$ cat config.mk
export PLATFORM = sky130hd
export DESIGN_NAME = acc_control
export DESIGN_NICKNAME = d
export VERILOG_FILES = /design/src/hdl/acc_pkg.sv /design/src/hdl/acc_control.sv
export SDC_FILE = /design/constraint.sdc
export NUM_CORES = 1
export LEC_CHECK = 0
export ABC_AREA = 1
export ABC_CLOCK_PERIOD_IN_PS = 1500
export BUFFER_PORTS_ARGS = -buffer_cell sky130_fd_sc_hd__buf_2
export CAP_MARGIN = 20
export CORE_ASPECT_RATIO = 0.7
export CORE_UTILIZATION = 46
export CTS_CLUSTER_DIAMETER = 100
export CTS_CLUSTER_SIZE = 20
export DETAILED_ROUTE_END_ITERATION = 12
export PLACE_DENSITY_LB_ADDON = 0.2
export SLEW_MARGIN = 10
export SYNTH_ARGS = -nofsm -noshare
export SYNTH_HDL_FRONTEND = slang
export SYNTH_SLANG_ARGS = --single-unit
$ cat constraint.sdc
create_clock -name clk -period 1.5 [get_ports clk]
set_clock_uncertainty 0.1 [all_clocks]
set_input_delay 0 -clock clk [delete_from_list [all_inputs] [get_ports clk]]
set_output_delay 0 -clock clk [all_outputs]
set_load 0.02 [all_outputs]
$ cat src/hdl/acc_pkg.sv
// shared constants and types for the analog comparator control block
package acc_pkg;

  localparam int ADDR_W = 8;
  localparam int DATA_W = 8;

  // register offsets
  localparam logic [7:0] OFS_PIN_OFF_LO  = 8'h01;
  localparam logic [7:0] OFS_PIN_OFF_HI  = 8'h02;
  localparam logic [7:0] OFS_CTRL_STATUS = 8'h08;
  localparam logic [7:0] OFS_INPUT_HYST  = 8'h09;

  // control/status field positions
  localparam int BIT_POWER_OFF  = 7;
  localparam int BIT_BANDGAP    = 6;
  localparam int BIT_RESULT     = 5;
  localparam int BIT_FLAG       = 4;
  localparam int BIT_IRQ_EN     = 3;
  localparam int BIT_MUX_NEG    = 2;
  localparam int BIT_MODE_HI    = 1;
  localparam int BIT_MODE_LO    = 0;

  // input/hysteresis field positions
  localparam int BIT_HYST_ON    = 7;
  localparam int BIT_HYST_AMT   = 6;
  localparam int SEL_W          = 3;

  // upper pin disable register keeps only its high nibble
  localparam logic [7:0] PIN_OFF_HI_MASK = 8'hF0;
  localparam logic [7:0] RESET_BYTE      = 8'h00;
  localparam logic [2:0] SEL_RESET       = 3'h0;

  // event mode codes
  typedef enum logic [1:0] {
    ACC_MODE_TOGGLE   = 2'h0,
    ACC_MODE_RESERVED = 2'h1,
    ACC_MODE_FALL     = 2'h2,
    ACC_MODE_RISE     = 2'h3
  } acc_mode_e;

  // pin selection codes for the analog multiplexers
  localparam logic [1:0] PIN_ZERO = 2'h0;
  localparam logic [1:0] PIN_ONE  = 2'h1;
  localparam logic [1:0] PIN_TWO  = 2'h2;
  localparam int CH_W             = 6;
  localparam logic [5:0] CH_MAX   = 6'h0A;

  // register bus request
  typedef struct packed {
    logic [ADDR_W-1:0] addr;
    logic [DATA_W-1:0] wdata;
    logic              wr;
    logic              rd;
  } acc_bus_s;

  // analog front end steering
  typedef struct packed {
    logic       power_off;
    logic       bandgap_sel;
    logic [1:0] pos_pin;
    logic       neg_from_conv;
    logic [1:0] neg_pin;
    logic [5:0] neg_channel;
    logic       hyst_on;
    logic       hyst_large;
  } acc_analog_s;

endpackage : acc_pkg
$ cat src/hdl/acc_control.sv
// analog comparator control, status, event flag and pin disable registers
//
// Strobed register access was decided locally.
`timescale 1ns/100ps
// What this block does
// power-off bit set removes comparator power
// software clears irq enable before changing power-off bit
// bandgap bit routes internal reference to positive input
// result bit is comparator output after two-flop synchroniser
// flag set when synchronised output change matches event mode
// irq request only with flag, enable and global enable set
// flag cleared by vector taken or by writing one
// mux bit with converter off gives converter mux negative input
// mode 00 toggle, 01 reserved, 10 falling, 11 rising
// software disables irq before changing event mode
// hysteresis bit switches comparator hysteresis on
// hysteresis amount bit chooses small or large setting
// three-bit select chooses positive and negative comparator pins
// plain pin table for select codes when converter path unused
// converter channels 0..10 negative, select picks positive pin
// analog pin disable bit turns off buffer, input reads zero
// reference pin disable bit turns off its buffer likewise
// software should disable unused analog pin buffers
// upper disable register holds channels 7..10, low nibble zero
// edge detector compares current and previous sample each clock
module acc_control (
  input  wire logic                   clk,
  input  wire logic                   reset,
  input  wire acc_pkg::acc_bus_s      bus,
  output logic [acc_pkg::DATA_W-1:0]  rdata,
  input  wire logic                   comparator_raw,
  input  wire logic                   global_irq_enable,
  input  wire logic                   irq_vector_taken,
  input  wire logic                   converter_on,
  input  wire logic [acc_pkg::CH_W-1:0] converter_channel_select,
  input  wire logic [10:0]            pin_digital_in,
  output acc_pkg::acc_analog_s        analog,
  output logic                        irq_request,
  output logic [10:0]                 analog_pin_input_off,
  output logic                        reference_pin_input_off,
  output logic [10:0]                 pin_digital_read,
  output logic                        reference_digital_read,
  input  wire logic                   reference_digital_in
);

  logic                 comparator_power_off;
  logic                 bandgap_positive_select;
  logic                 comparator_event_flag;
  logic                 comparator_irq_enable;
  logic                 converter_mux_for_negative;
  logic [1:0]           event_mode;
  logic                 hysteresis_on;
  logic                 hysteresis_amount;
  logic [2:0]           comparator_input_select;
  logic [7:0]           pin_input_disable_low;
  logic [7:0]           pin_input_disable_high;
  logic                 sync_first;
  logic                 comparator_result;
  logic                 result_prev;
  logic                 event_hit;
  logic                 flag_write_clear;
  logic                 next_flag;
  logic [7:0]           next_rdata;

  function automatic logic is_write(input acc_pkg::acc_bus_s b,
                                    input logic [7:0] ofs);
    is_write = b.wr && (b.addr == ofs);
  endfunction : is_write

  //////////////////////////////////////////////////////////////////////////
  // control and disable registers

  always_ff @(posedge clk) begin
    if (reset) begin
      comparator_power_off       <= 1'b0;
      bandgap_positive_select    <= 1'b0;
      comparator_irq_enable      <= 1'b0;
      converter_mux_for_negative <= 1'b0;
      event_mode                 <= acc_pkg::ACC_MODE_TOGGLE;
    end else if (is_write(bus, acc_pkg::OFS_CTRL_STATUS)) begin
      comparator_power_off       <= bus.wdata[acc_pkg::BIT_POWER_OFF];
      bandgap_positive_select    <= bus.wdata[acc_pkg::BIT_BANDGAP];
      comparator_irq_enable      <= bus.wdata[acc_pkg::BIT_IRQ_EN];
      converter_mux_for_negative <= bus.wdata[acc_pkg::BIT_MUX_NEG];
      event_mode <= bus.wdata[acc_pkg::BIT_MODE_HI:acc_pkg::BIT_MODE_LO];
    end
  end

  always_ff @(posedge clk) begin
    if (reset) begin
      hysteresis_on           <= 1'b0;
      hysteresis_amount       <= 1'b0;
      comparator_input_select <= acc_pkg::SEL_RESET;
    end else if (is_write(bus, acc_pkg::OFS_INPUT_HYST)) begin
      hysteresis_on           <= bus.wdata[acc_pkg::BIT_HYST_ON];
      hysteresis_amount       <= bus.wdata[acc_pkg::BIT_HYST_AMT];
      comparator_input_select <= bus.wdata[acc_pkg::SEL_W-1:0];
    end
  end

  always_ff @(posedge clk) begin
    if (reset) begin
      pin_input_disable_low  <= acc_pkg::RESET_BYTE;
      pin_input_disable_high <= acc_pkg::RESET_BYTE;
    end else begin
      if (is_write(bus, acc_pkg::OFS_PIN_OFF_LO))
        pin_input_disable_low <= bus.wdata;
      if (is_write(bus, acc_pkg::OFS_PIN_OFF_HI))
        pin_input_disable_high <= bus.wdata & acc_pkg::PIN_OFF_HI_MASK;
    end
  end

  //////////////////////////////////////////////////////////////////////////
  // result synchroniser and event detection

  always_ff @(posedge clk) begin
    if (reset) begin
      sync_first        <= 1'b0;
      comparator_result <= 1'b0;
      result_prev       <= 1'b0;
    end else begin
      sync_first        <= comparator_raw;
      comparator_result <= sync_first;
      result_prev       <= comparator_result;
    end
  end

  always_comb begin
    case (acc_pkg::acc_mode_e'(event_mode))
      acc_pkg::ACC_MODE_TOGGLE: event_hit = comparator_result ^ result_prev;
      acc_pkg::ACC_MODE_FALL:   event_hit = result_prev & ~comparator_result;
      acc_pkg::ACC_MODE_RISE:   event_hit = ~result_prev & comparator_result;
      default:                  event_hit = 1'b0;
    endcase
  end

  assign flag_write_clear = is_write(bus, acc_pkg::OFS_CTRL_STATUS)
                          && bus.wdata[acc_pkg::BIT_FLAG];

  // a new event wins over a clear in the same cycle
  always_comb begin
    if (event_hit)
      next_flag = 1'b1;
    else if (flag_write_clear || irq_vector_taken)
      next_flag = 1'b0;
    else
      next_flag = comparator_event_flag;
  end

  always_ff @(posedge clk) begin
    if (reset)
      comparator_event_flag <= 1'b0;
    else
      comparator_event_flag <= next_flag;
  end

  assign irq_request = comparator_event_flag && comparator_irq_enable
                     && global_irq_enable;

  //////////////////////////////////////////////////////////////////////////
  // analog steering

  always_comb begin
    analog               = '0;
    analog.power_off     = comparator_power_off;
    analog.bandgap_sel   = bandgap_positive_select;
    analog.hyst_on       = hysteresis_on;
    analog.hyst_large    = hysteresis_on && hysteresis_amount;
    analog.neg_channel   = converter_channel_select;
    if (converter_mux_for_negative && !converter_on
        && converter_channel_select <= acc_pkg::CH_MAX) begin
      analog.neg_from_conv = 1'b1;
      if (comparator_input_select[2])
        analog.pos_pin = acc_pkg::PIN_TWO;
      else if (comparator_input_select[1])
        analog.pos_pin = acc_pkg::PIN_ONE;
      else
        analog.pos_pin = acc_pkg::PIN_ZERO;
    end else begin
      case (comparator_input_select)
        3'h0: begin
          analog.pos_pin = acc_pkg::PIN_ZERO;
          analog.neg_pin = acc_pkg::PIN_ONE;
        end
        3'h1: begin
          analog.pos_pin = acc_pkg::PIN_ZERO;
          analog.neg_pin = acc_pkg::PIN_TWO;
        end
        3'h2: begin
          analog.pos_pin = acc_pkg::PIN_ONE;
          analog.neg_pin = acc_pkg::PIN_ZERO;
        end
        3'h3: begin
          analog.pos_pin = acc_pkg::PIN_ONE;
          analog.neg_pin = acc_pkg::PIN_TWO;
        end
        3'h4: begin
          analog.pos_pin = acc_pkg::PIN_TWO;
          analog.neg_pin = acc_pkg::PIN_ZERO;
        end
        default: begin
          analog.pos_pin = acc_pkg::PIN_TWO;
          analog.neg_pin = acc_pkg::PIN_ONE;
        end
      endcase
    end
  end

  //////////////////////////////////////////////////////////////////////////
  // digital input buffer disables

  assign analog_pin_input_off = {pin_input_disable_high[7:4],
                                 pin_input_disable_low[7:4],
                                 pin_input_disable_low[2:0]};
  assign reference_pin_input_off = pin_input_disable_low[3];
  assign pin_digital_read = pin_digital_in & ~analog_pin_input_off;
  assign reference_digital_read = reference_digital_in
                                & ~reference_pin_input_off;

  //////////////////////////////////////////////////////////////////////////
  // read path

  always_comb begin
    next_rdata = acc_pkg::RESET_BYTE;
    if (bus.rd) begin
      case (bus.addr)
        acc_pkg::OFS_PIN_OFF_LO:  next_rdata = pin_input_disable_low;
        acc_pkg::OFS_PIN_OFF_HI:  next_rdata = pin_input_disable_high;
        acc_pkg::OFS_CTRL_STATUS: next_rdata = {comparator_power_off,
          bandgap_positive_select, comparator_result, comparator_event_flag,
          comparator_irq_enable, converter_mux_for_negative, event_mode};
        acc_pkg::OFS_INPUT_HYST:  next_rdata = {hysteresis_on,
          hysteresis_amount, 3'h0, comparator_input_select};
        default:                  next_rdata = acc_pkg::RESET_BYTE;
      endcase
    end
  end

  always_ff @(posedge clk) begin
    if (reset)
      rdata <= acc_pkg::RESET_BYTE;
    else
      rdata <= next_rdata;
  end

  //////////////////////////////////////////////////////////////////////////
  // checks

  property p_sync_delay;
    @(posedge clk) disable iff (reset)
      comparator_result == $past(comparator_raw, 2);
  endproperty
  a_sync_delay: assert property (p_sync_delay)
    else $error("result not two cycles behind raw input");

  property p_flag_on_rise;
    @(posedge clk) disable iff (reset)
      (event_mode == 2'h3 && $rose(comparator_result))
        |=> comparator_event_flag;
  endproperty
  a_flag_on_rise: assert property (p_flag_on_rise)
    else $error("rising edge did not set flag");

  property p_reserved_quiet;
    @(posedge clk) disable iff (reset)
      (event_mode == 2'h1 && !comparator_event_flag)
        |=> !comparator_event_flag;
  endproperty
  a_reserved_quiet: assert property (p_reserved_quiet)
    else $error("reserved mode raised flag");

  property p_fall_only;
    @(posedge clk) disable iff (reset)
      (event_mode == 2'h2 && !comparator_event_flag
       && !(result_prev && !comparator_result)) |=> !comparator_event_flag;
  endproperty
  a_fall_only: assert property (p_fall_only)
    else $error("falling mode set flag without falling edge");

  property p_irq;
    @(posedge clk) disable iff (reset)
      irq_request == (comparator_event_flag && comparator_irq_enable
                      && global_irq_enable);
  endproperty
  a_irq: assert property (p_irq)
    else $error("irq request mismatch");

  property p_vector_clear;
    @(posedge clk) disable iff (reset)
      (irq_vector_taken && !event_hit) |=> !comparator_event_flag;
  endproperty
  a_vector_clear: assert property (p_vector_clear)
    else $error("vector did not clear flag");

  property p_hi_low_nibble;
    @(posedge clk) disable iff (reset)
      pin_input_disable_high[3:0] == 4'h0;
  endproperty
  a_hi_low_nibble: assert property (p_hi_low_nibble)
    else $error("upper disable register low nibble not zero");

  property p_pin_masked;
    @(posedge clk) disable iff (reset)
      (pin_digital_read & analog_pin_input_off) == 11'h000;
  endproperty
  a_pin_masked: assert property (p_pin_masked)
    else $error("disabled pin reads one");

  property p_conv_neg;
    @(posedge clk) disable iff (reset)
      (converter_on || !converter_mux_for_negative) |-> !analog.neg_from_conv;
  endproperty
  a_conv_neg: assert property (p_conv_neg)
    else $error("converter path used while not allowed");

  c_flag_toggle: cover property (@(posedge clk) disable iff (reset)
    event_mode == 2'h0 && $rose(comparator_event_flag));
  c_irq: cover property (@(posedge clk) disable iff (reset)
    $rose(irq_request));
  c_set_beats_clear: cover property (@(posedge clk) disable iff (reset)
    event_hit && flag_write_clear);

endmodule : acc_control

; Word-level counts from Yosys, hierarchy flattened
; Cells that the tools add are included.
[word_totals]
register_bits = 35
output_inout_bits = 48
elab_cells = 67
[classes]
n_lt_le_gt_ge = 1
eq_ne = 10
mux = 11
bitwise_logic = 10
reduce_logical = 20
[op_table]
columns = cell, n
row1 = 8-bit case mux with 4 select lines, 1
row2 = 8-bit by 4-bit equality test with 1-bit output (second input constant), 2
row3 = 11-bit bitwise AND, 1
row4 = 11-bit NOT, 1
row5 = 1-bit logical AND, 10
row6 = 2-bit OR reduction, 5
row7 = 8-bit by 1-bit equality test with 1-bit output (second input constant), 1
row8 = 8-bit by 2-bit equality test with 1-bit output (second input constant), 1
row9 = 2-bit case mux with 2 select lines, 2
row10 = 3-bit by 2-bit equality test with 1-bit output (second input constant), 2
row11 = 6-bit by 4-bit less-or-equal comparator with 1-bit output (second input constant), 1
row12 = 2-bit two-way mux, 3
row13 = 2-bit equality test (second input constant), 2
row14 = 1-bit two-way mux, 4
row15 = 1-bit NOT, 4
row16 = 1-bit bitwise AND, 3
row17 = 3-bit by 1-bit equality test with 1-bit output (second input constant), 1
row18 = 3-bit equality test (second input constant), 1
row19 = 3-bit logical NOT, 1
row20 = 1-bit case mux with 3 select lines, 1
row21 = 2-bit logical NOT, 1
row22 = 2-bit nonzero test, 1
row23 = 1-bit logical NOT, 1
row24 = 1-bit logical OR, 1
row25 = 1-bit XOR, 1

; Depth between registers and ports, before layout
; Gate-level depths: netlist (run 1).
[logic_depth]
ltp_word = 6
mapped_depth = 9
ltp_nobuf = 8

; Least setup slack after synthesis (run 1)
; OpenSTA, ideal clock, no wires.
[synth_timing]
path_kind = register to register
from = register comparator_result
to = register comparator_event_flag
arrival_ns = 0.953
t_required_ns = 1.330
setup_slack_ns = 0.377
path_stages_with_launch = 6
n_path_buf = 0
period_less_slack_ns = 1.123
path_cell_list = dfxtp_1 inv_1 ha_1 o21ai_0 nand2_1 a21oi_1
[synth_via]
elab_chain_cells = 4
elab_cells_between_ends = 7
[synth_lines]
columns = item, line
row1 = "start, declared", acc_control.sv:58  ; logic comparator_result;
row2 = "start signal, assigned", acc_control.sv:123  ; comparator_result <= sync_first;
row3 = 1-bit NOT, acc_control.sv:131  ; acc_pkg::ACC_MODE_FALL: event_hit = result_prev & ~comparator_result;
row4 = 1-bit bitwise AND, acc_control.sv:131
row5 = 1-bit case mux with 3 select lines *, acc_control.sv:129  ; case (acc_pkg::acc_mode_e'(event_mode))
row6 = 1-bit two-way mux or 2-bit nonzero test (tied branches), -
row7 = "end signal, assigned", acc_control.sv:154  ; comparator_event_flag <= next_flag;
row8 = "end, declared", acc_control.sv:48  ; logic comparator_event_flag;
; Mark *: on every way between the ends. The rest lies on a longest branch, timed or not.
; A chain may end at the register's enable or synchronous reset.

; Worst setup path in the final report (run 1)
[layout_timing]
from = input port bus[6] (netlist bit)
to = register comparator_event_flag
[layout_via]
elab_chain_cells = 3
[layout_lines]
columns = item, line
row1 = "start, declared", acc_control.sv:29  ; input wire acc_pkg::acc_bus_s bus,
row2 = 1-bit logical AND, acc_control.sv:138  ; && bus.wdata[acc_pkg::BIT_FLAG];
row3 = 1-bit logical OR, acc_control.sv:144  ; else if (flag_write_clear || irq_vector_taken)
row4 = 2-bit nonzero test (no source line), -
; Every way passes these cells.

==> reports/metrics.yaml, run 1 <==
outcome:
  status: "finished, final reports clean"
synth:
  yosysWarnings: 0
  avgSynthCellArea_um2: 7.02
  yosys-top-cells-count: "nor2_1 (64), nand2_1 (38), dfxtp_1 (35)"
  synth-seq-cells: 35
  netlist_area_mm2: 0.00187
  yosysUniqueCellTypes: 26
  synthMostInstantiatedCell: "nor2_1"
  seq_area_frac_synth_pct: 37.4
  yosys.area.top_type: "dfxtp_1"
  synth_nets: 311
  synth_edf_count: 0
  synthArstFlopShare_pct: 0
  synth_top_area_share_pct: 37.4
  netlist_instances: 267
  netlist_top_cells_area: "dfxtp_1 (37%), nor2_1 (13%), nand2_1 (7.6%)"
  ys.flop_type: "dfxtp_1"
place:
  portBuffers: 89
  place_congestion: 0.814
  hpwl_um: 3570
die:
  die_w_um: 78.3
  dieArea_mm2: 0.00434
  die_y_um: 55.4
  std_cell_rows: 18
  floorplan.initialDensity_pct: 50.7
  fp.coreArea_mm2: 0.00369
  ios: 90
sta:
  max_slew_margin_pct: 77.1
  period_share_pct: 92.1
  slew_violations: 0
  rsz0062_at_grt: "no"
  setup_violations: 0
  tns_ns: 0
  worst_pin_slew_ns: 0.343
  finalCriticalPeriod_ns: 1.38
  hold_violations: 0
  max_freq_mhz: 724
clocking:
  htree_levels: 2
  postCtsSetupBuffers: 0
  clkTransAtPathRegs_ns: 0.07
  clock_sinks: 35
  cts_made_buffers: 5
  cts_tree: "done"
  cts-root-buf: "clkbuf_8"
  cts.path.max_buffers: 2
  clkLatencyLatePin_ns: 0.28
worst_setup_path:
  path_buf_inv: 3
  crit_fanout: 3
  cp_cell_sequence: "dlygate4sd3_1, buf_2, nand3_1, nand2_1, dlygate4sd3_1, a21oi_1"
  r2r_end: "comparator_event_flag"
  required_ns: 1.62
  crit_top_cell: "dlygate4sd3_1"
  critPathLaunchType: "input port"
  cp.arrival_ns: 1.50
  path_class: "input port to flip-flop"
  crit_path_end_kind: "flip-flop"
  path_delay_family: "buffers and inverters"
  rrSetupSlack_ns: 0.17
  slowest_delay_ns: 0.55
  worstRegToRegCells: 5
  cp_slowest_cell: "dlygate4sd3_1"
  r2r-start: "comparator_event_flag"
finish:
  seq_area_um2: 701
  final_nets: 407
  multi_input_area_um2: 906
  area_growth_pct: 32.9
  fill_cells: 342
  antenna_cells_inserted: 0
  drive_above_1_share_pct: 33.0
worst_hold_path:
  hold_depth: 4
  hp-class: "input port to flip-flop"
  hold_start: "bus[1]"
  whs_endpoint: "comparator_input_select[0]"
power:
  power_density_mw_per_mm2: 735
  power_uw: 1830
  peakVddDrop_mv: 0.454
  leakage_uw: 0.00130
routing:
  drt-pass1-iter-count: 7
  drtIter0Drc: 148
  wl_um: 4700
  final_antenna_net_count: 0
  drc: 0
  vias_per_cell: 4.70
  wl_per_cell_um: 11.4
  vias: 1945
grt:
  grt_pass1_wl_um: 7380
  antenna_found_initial: 0
  grt_pass1_vias: 1596
  grt_usage_pct: 22.1
  grt_max_degree: 21
  overflow: 0
run:
  drv_cap: 0
==> through the flow <==
step                setup slack, ns  cell area, µm²  instances  hold slack, ns  utilization (%)
floorplan                     0.377            1870        267         0.00697                -
global placement              0.312            2260        392          0.0996             61.3
detailed placement            0.287            2260        392           0.118             61.3
CTS                           0.106            2490        414          0.0728             67.3
global route                 0.0778            2490        414           0.105             67.4
finish                        0.118            2490        414          0.0813             67.4
==> flip-flops by register name (all words and copies together), names as in the netlist, 2 cells and up <==
name                     cells
pin_input_disable_low        8
rdata                        8
event_mode                   2
comparator_input_select      3
pin_input_disable_high       4
==> worst max-delay path by stage <==
stage / endpoint / slack [ns] / startpoint / cells past startpoint
6_report: comparator_event_flag / 0.12 / bus[6] / 6
5_1_grt: rdata[1] / 0.08 / reset / 7
4_1_cts: rdata[1] / 0.11 / reset / 7
3_5_place_dp: pin_input_disable_low[4] / 0.29 / bus[17] / 8
3_3_place_gp: comparator_event_flag / 0.31 / comparator_result / 5
2_1_floorplan: comparator_event_flag / 0.38 / comparator_result / 5
==> power breakdown <==
group	switching, µW	total, µW	internal, µW
clock network	316	642	325
registers	3.52	939	935
logic	146	250	104
total	466	1830	1360
==> final cells by class <==
cell class	count	area share (%)
flip-flops and latches	35	28.1
well taps	50	2.51
clock buffers	7	3.07
repair buffers	104	23.8
inverters	37	5.88
clock inverters	1	0.201
multi-input cells	180	36.4
==> cells by family after synthesis <==
kind of cell / after synthesis / share of synthesized area, %
xor+xnor: 1 / 0.468
simple gates: 149 / 38.8
compound gates: 28 / 7.75
flops: 35 / 37.4
buf+inv: 52 / 14.2
fa+ha+maj: 2 / 1.34
==> what timing repair did <==
action / CTS / global route
hold endpoints to repair: 29 / 0
gates resized for setup: 0 / 1
hold buffers: 14 / 0
setup endpoints to repair: 0 / 4
==> tightest hold or removal path, cell delays in order <==
cell and delay, ns:
buf_2 0.17, nand3_4 0.12, nand2_1 0.07, a21oi_1 0.05
==> layer usage <==
| layer | wire (µm) | share of wire (%) | GRT usage, % | vias up |
|---|---|---|---|---|
| li1 | - | - | - | 1016 |
| met1 | 2260 | 48 | 30.4 | 823 |
| met2 | 1960 | 42 | 31.5 | 97 |
| met3 | 407 | 8.7 | 7.11 | 9 |
| met4 | 78 | 1.7 | 8.99 | 0 |
| met5 | 0 | 0 | 0 | - |
==> placed cells by master (no fill, tap or decap), drive strengths merged <==
| cell | instances |
|---|---|
| a21oi | 7 |
| o211a | 1 |
| buf | 90 |
| o21ai | 20 |
| nor3 | 13 |
| inv | 35 |
| dfxtp | 35 |
| xor2 | 1 |
| dlygate4sd3 | 14 |
| nand3 | 22 |
| clkinv | 2 |
| nand2 | 44 |
| ha | 2 |
| nor2 | 70 |
| clkinvlp | 1 |
| clkbuf | 7 |
Power figures use the tool's default switching activity.
==> run 2: changes to the inputs <==
ABC_CLOCK_PERIOD_IN_PS = 1700   (was 1500)
BUFFER_PORTS_ARGS = default   (was -buffer_cell sky130_fd_sc_hd__buf_2)
CORE_UTILIZATION = 60   (was 46)
DONT_BUFFER_PORTS = 1   (was default)
clock period = 1.7 ns   (was 1.5 ns; I/O delays follow)
==> run 2 against run 1 <==
Effect of this change: non-clock buffer count decreased by 78; flip-flop and latch count unchanged; register-to-register slack improved by 0.30 ns; die area decreased by 23%; global-route usage increased by 7.9 points; largest power group unchanged; cell count decreased by 22%; via count decreased by 9.6%; power decreased by 9.0%.
==> reports/metrics.yaml, run 2 (synthesized netlist as in run 1, its figures left out) <==
sta:
  slew_violations: 0  # unchanged
  max_freq_mhz: 638
  rsz0062_at_grt: "no"  # unchanged
  finalCriticalPeriod_ns: 1.57
  setup_violations: 0  # unchanged
  setup_ws_ns: 0.132  # was 0.118 ns
  period_share_pct: 92.2
  tns_ns: 0  # unchanged
  hold_violations: 0  # unchanged
  worst_pin_slew_ns: 0.449  # was 0.343 ns
  max_slew_margin_pct: 70.0  # was 77.1%
place:
  dp_cells: 289  # was 392
  pre_cts_ws_ns: 0.503  # was 0.287 ns
  portBuffers: 0  # was 89
  place_congestion: 0.864  # was 0.814
  place_area_mm2: 0.00180  # was 0.00226 mm²
  hpwl_um: 3050  # was 3570 µm
clocking:
  postCtsSetupBuffers: 0  # unchanged
  cts_resized: 0  # unchanged
  cts-root-buf: "clkbuf_8"  # unchanged
  cts_tree: "done"  # unchanged
  cts_hold_buf: 25  # was 14
  cts_made_buffers: 5  # unchanged
  clock_sinks: 35  # unchanged
  cts.path.max_buffers: 2  # unchanged
  clkTransAtPathRegs_ns: 0.06  # was 0.07 ns
  clkLatencyLatePin_ns: 0.29  # was 0.28 ns
  htree_levels: 2  # unchanged
routing:
  drtIter0Drc: 108  # was 148
  drt-pass1-iter-count: 5  # was 7
  wl_um: 4530  # was 4700 µm
  drc: 0  # unchanged
  vias_per_cell: 5.46  # was 4.70
  vias: 1759  # was 1945
  final_antenna_net_count: 0  # unchanged
  wl_per_cell_um: 14.1  # was 11.4 µm
grt:
  busiest_layer: "met2"  # unchanged
  grt_use_met2_pct: 45.3  # was 31.5%
  overflow: 0  # unchanged
  grt_max_degree: 21  # unchanged
  antenna_found_initial: 0  # unchanged
  grt_pass1_wl_um: 7370  # was 7380 µm
  grt_pass1_vias: 1532  # was 1596
  use_met1_pct: 41.4  # was 30.4%
  grt_usage_pct: 30.0  # was 22.1%
  use_met3_pct: 8.96  # was 7.11%
finish:
  final_cell_mix: "nor2_1 (64), nand2_1 (38), dfxtp_1 (35), inv_1 (30), dlygate4sd3_1 (25)"  # was buf_2 (89), nor2_1 (64), nand2_1 (38), dfxtp_1 (35), inv_1 (29)
  instances_no_fill: 322  # was 414
  antenna_cells_inserted: 0  # unchanged
  drive_above_1_share_pct: 10.8  # was 33.0%
  layout_commonest_cell: "nor2_1"  # was buf_2
  fill_cells: 244  # was 342
  final_area_mm2: 0.00215  # was 0.00249 mm²
  area_growth_pct: 14.9  # was 32.9%
  top_regs: "pin_input_disable_low (8), rdata (8), pin_input_disable_high (4)"  # unchanged
  final_nets: 329  # was 407
power:
  pwr-share-clk_pct: 40.5  # was 35.1%
  power_density_mw_per_mm2: 774  # was 735 mW/mm²
  p_int_uw: 1250  # was 1360 µW
  leakage_uw: 0.000953  # was 0.00130 µW
  power_uw: 1670  # was 1830 µW
  p_seq_share_pct: 49.8  # was 51.3%
  netSwitchingPower_uw: 416  # was 466 µW
  switching_share_pct: 25.0  # was 25.4%
  p_comb_share_pct: 9.8  # was 13.6%
  peakVddDrop_mv: 0.541  # was 0.454 mV
die:
  floorplan.initialDensity_pct: 65.0  # was 50.7%
  die_w_um: 68.8  # was 78.3 µm
  std_cell_rows: 16  # was 18
  ios: 90  # unchanged
  dieArea_mm2: 0.00335  # was 0.00434 mm²
  fp.coreArea_mm2: 0.00288  # was 0.00369 mm²
  die_y_um: 48.7  # was 55.4 µm
worst_setup_path:
  crit_fanout: 6  # was 3
  critPathLaunchType: "input port"  # unchanged
  required_ns: 1.80  # was 1.62 ns
  path_class: "input port to flip-flop"  # unchanged
  cp.arrival_ns: 1.67  # was 1.50 ns
  crit_path_end_kind: "flip-flop"  # unchanged
run:
  drv_cap: 0  # unchanged
worst_hold_path:
  hp-class: "input port to output port"  # was input port to flip-flop
outcome:
  status: "finished, final reports clean"  # unchanged
run 2: changes by cell type in the layout (fill, tap and decap cells not counted), sizes merged:
cell and change:
buf -89, dlygate4sd3 +11, clkbuf +1, clkinv -1, clkinvlp -1, inv +1
run 2: path summary, 6_finish.rpt:
path | cells past startpoint | endpoint | startpoint | slack (ns)
setup reg to reg | 5 | comparator_event_flag | comparator_result | 0.47
setup / recovery | 6 | comparator_input_select[0] | bus[1] | 0.13
hold reg to reg | 2 | comparator_result | sync_first | 0.31
hold / removal | 2 | pin_digital_read[5] | pin_digital_in[5] | 0.02
run 2: worst max-delay path: stages:
cell           delay, ns
dlygate4sd3_1       0.66
nand3_4             0.13
clkinv_2            0.11
nand2_1             0.05
dlygate4sd3_1       0.55
a21oi_1             0.17
run 2: per-stage QoR:
step                      util, %  hold slack (ns)
after floorplan                 -          0.00697
after global placement       62.5          -0.0999
after detailed placement     62.5          -0.0999
after CTS                    74.7           0.0180
after global routing         74.7           0.0218
final                        74.7           0.0169
run 2: power by group through the flow:
stage                     registers, µW  logic, µW  clock network, µW
after floorplan                     847        117                  0
after global placement              847       98.8                  0
after detailed placement            848       99.1                  0
after CTS                           829        159                660
after global routing                829        177                712
final                               829        163                674
run 2: cell type report:
class	count	area, µm²	share of cell area, %
clock buffer	8	100	4.65
inverter	37	143	6.63
multi-input combinational	180	906	42.1
sequential	35	701	32.6
tap	36	45.0	2.09
timing repair buffer	26	258	12.0
run 2: metal layers:
metal / up-vias / part of all wire [%]
met2: 106 / 47
met3: 9 / 10
met5: - / 0
li1: 863 / -
met4: 0 / 0.99
met1: 781 / 42
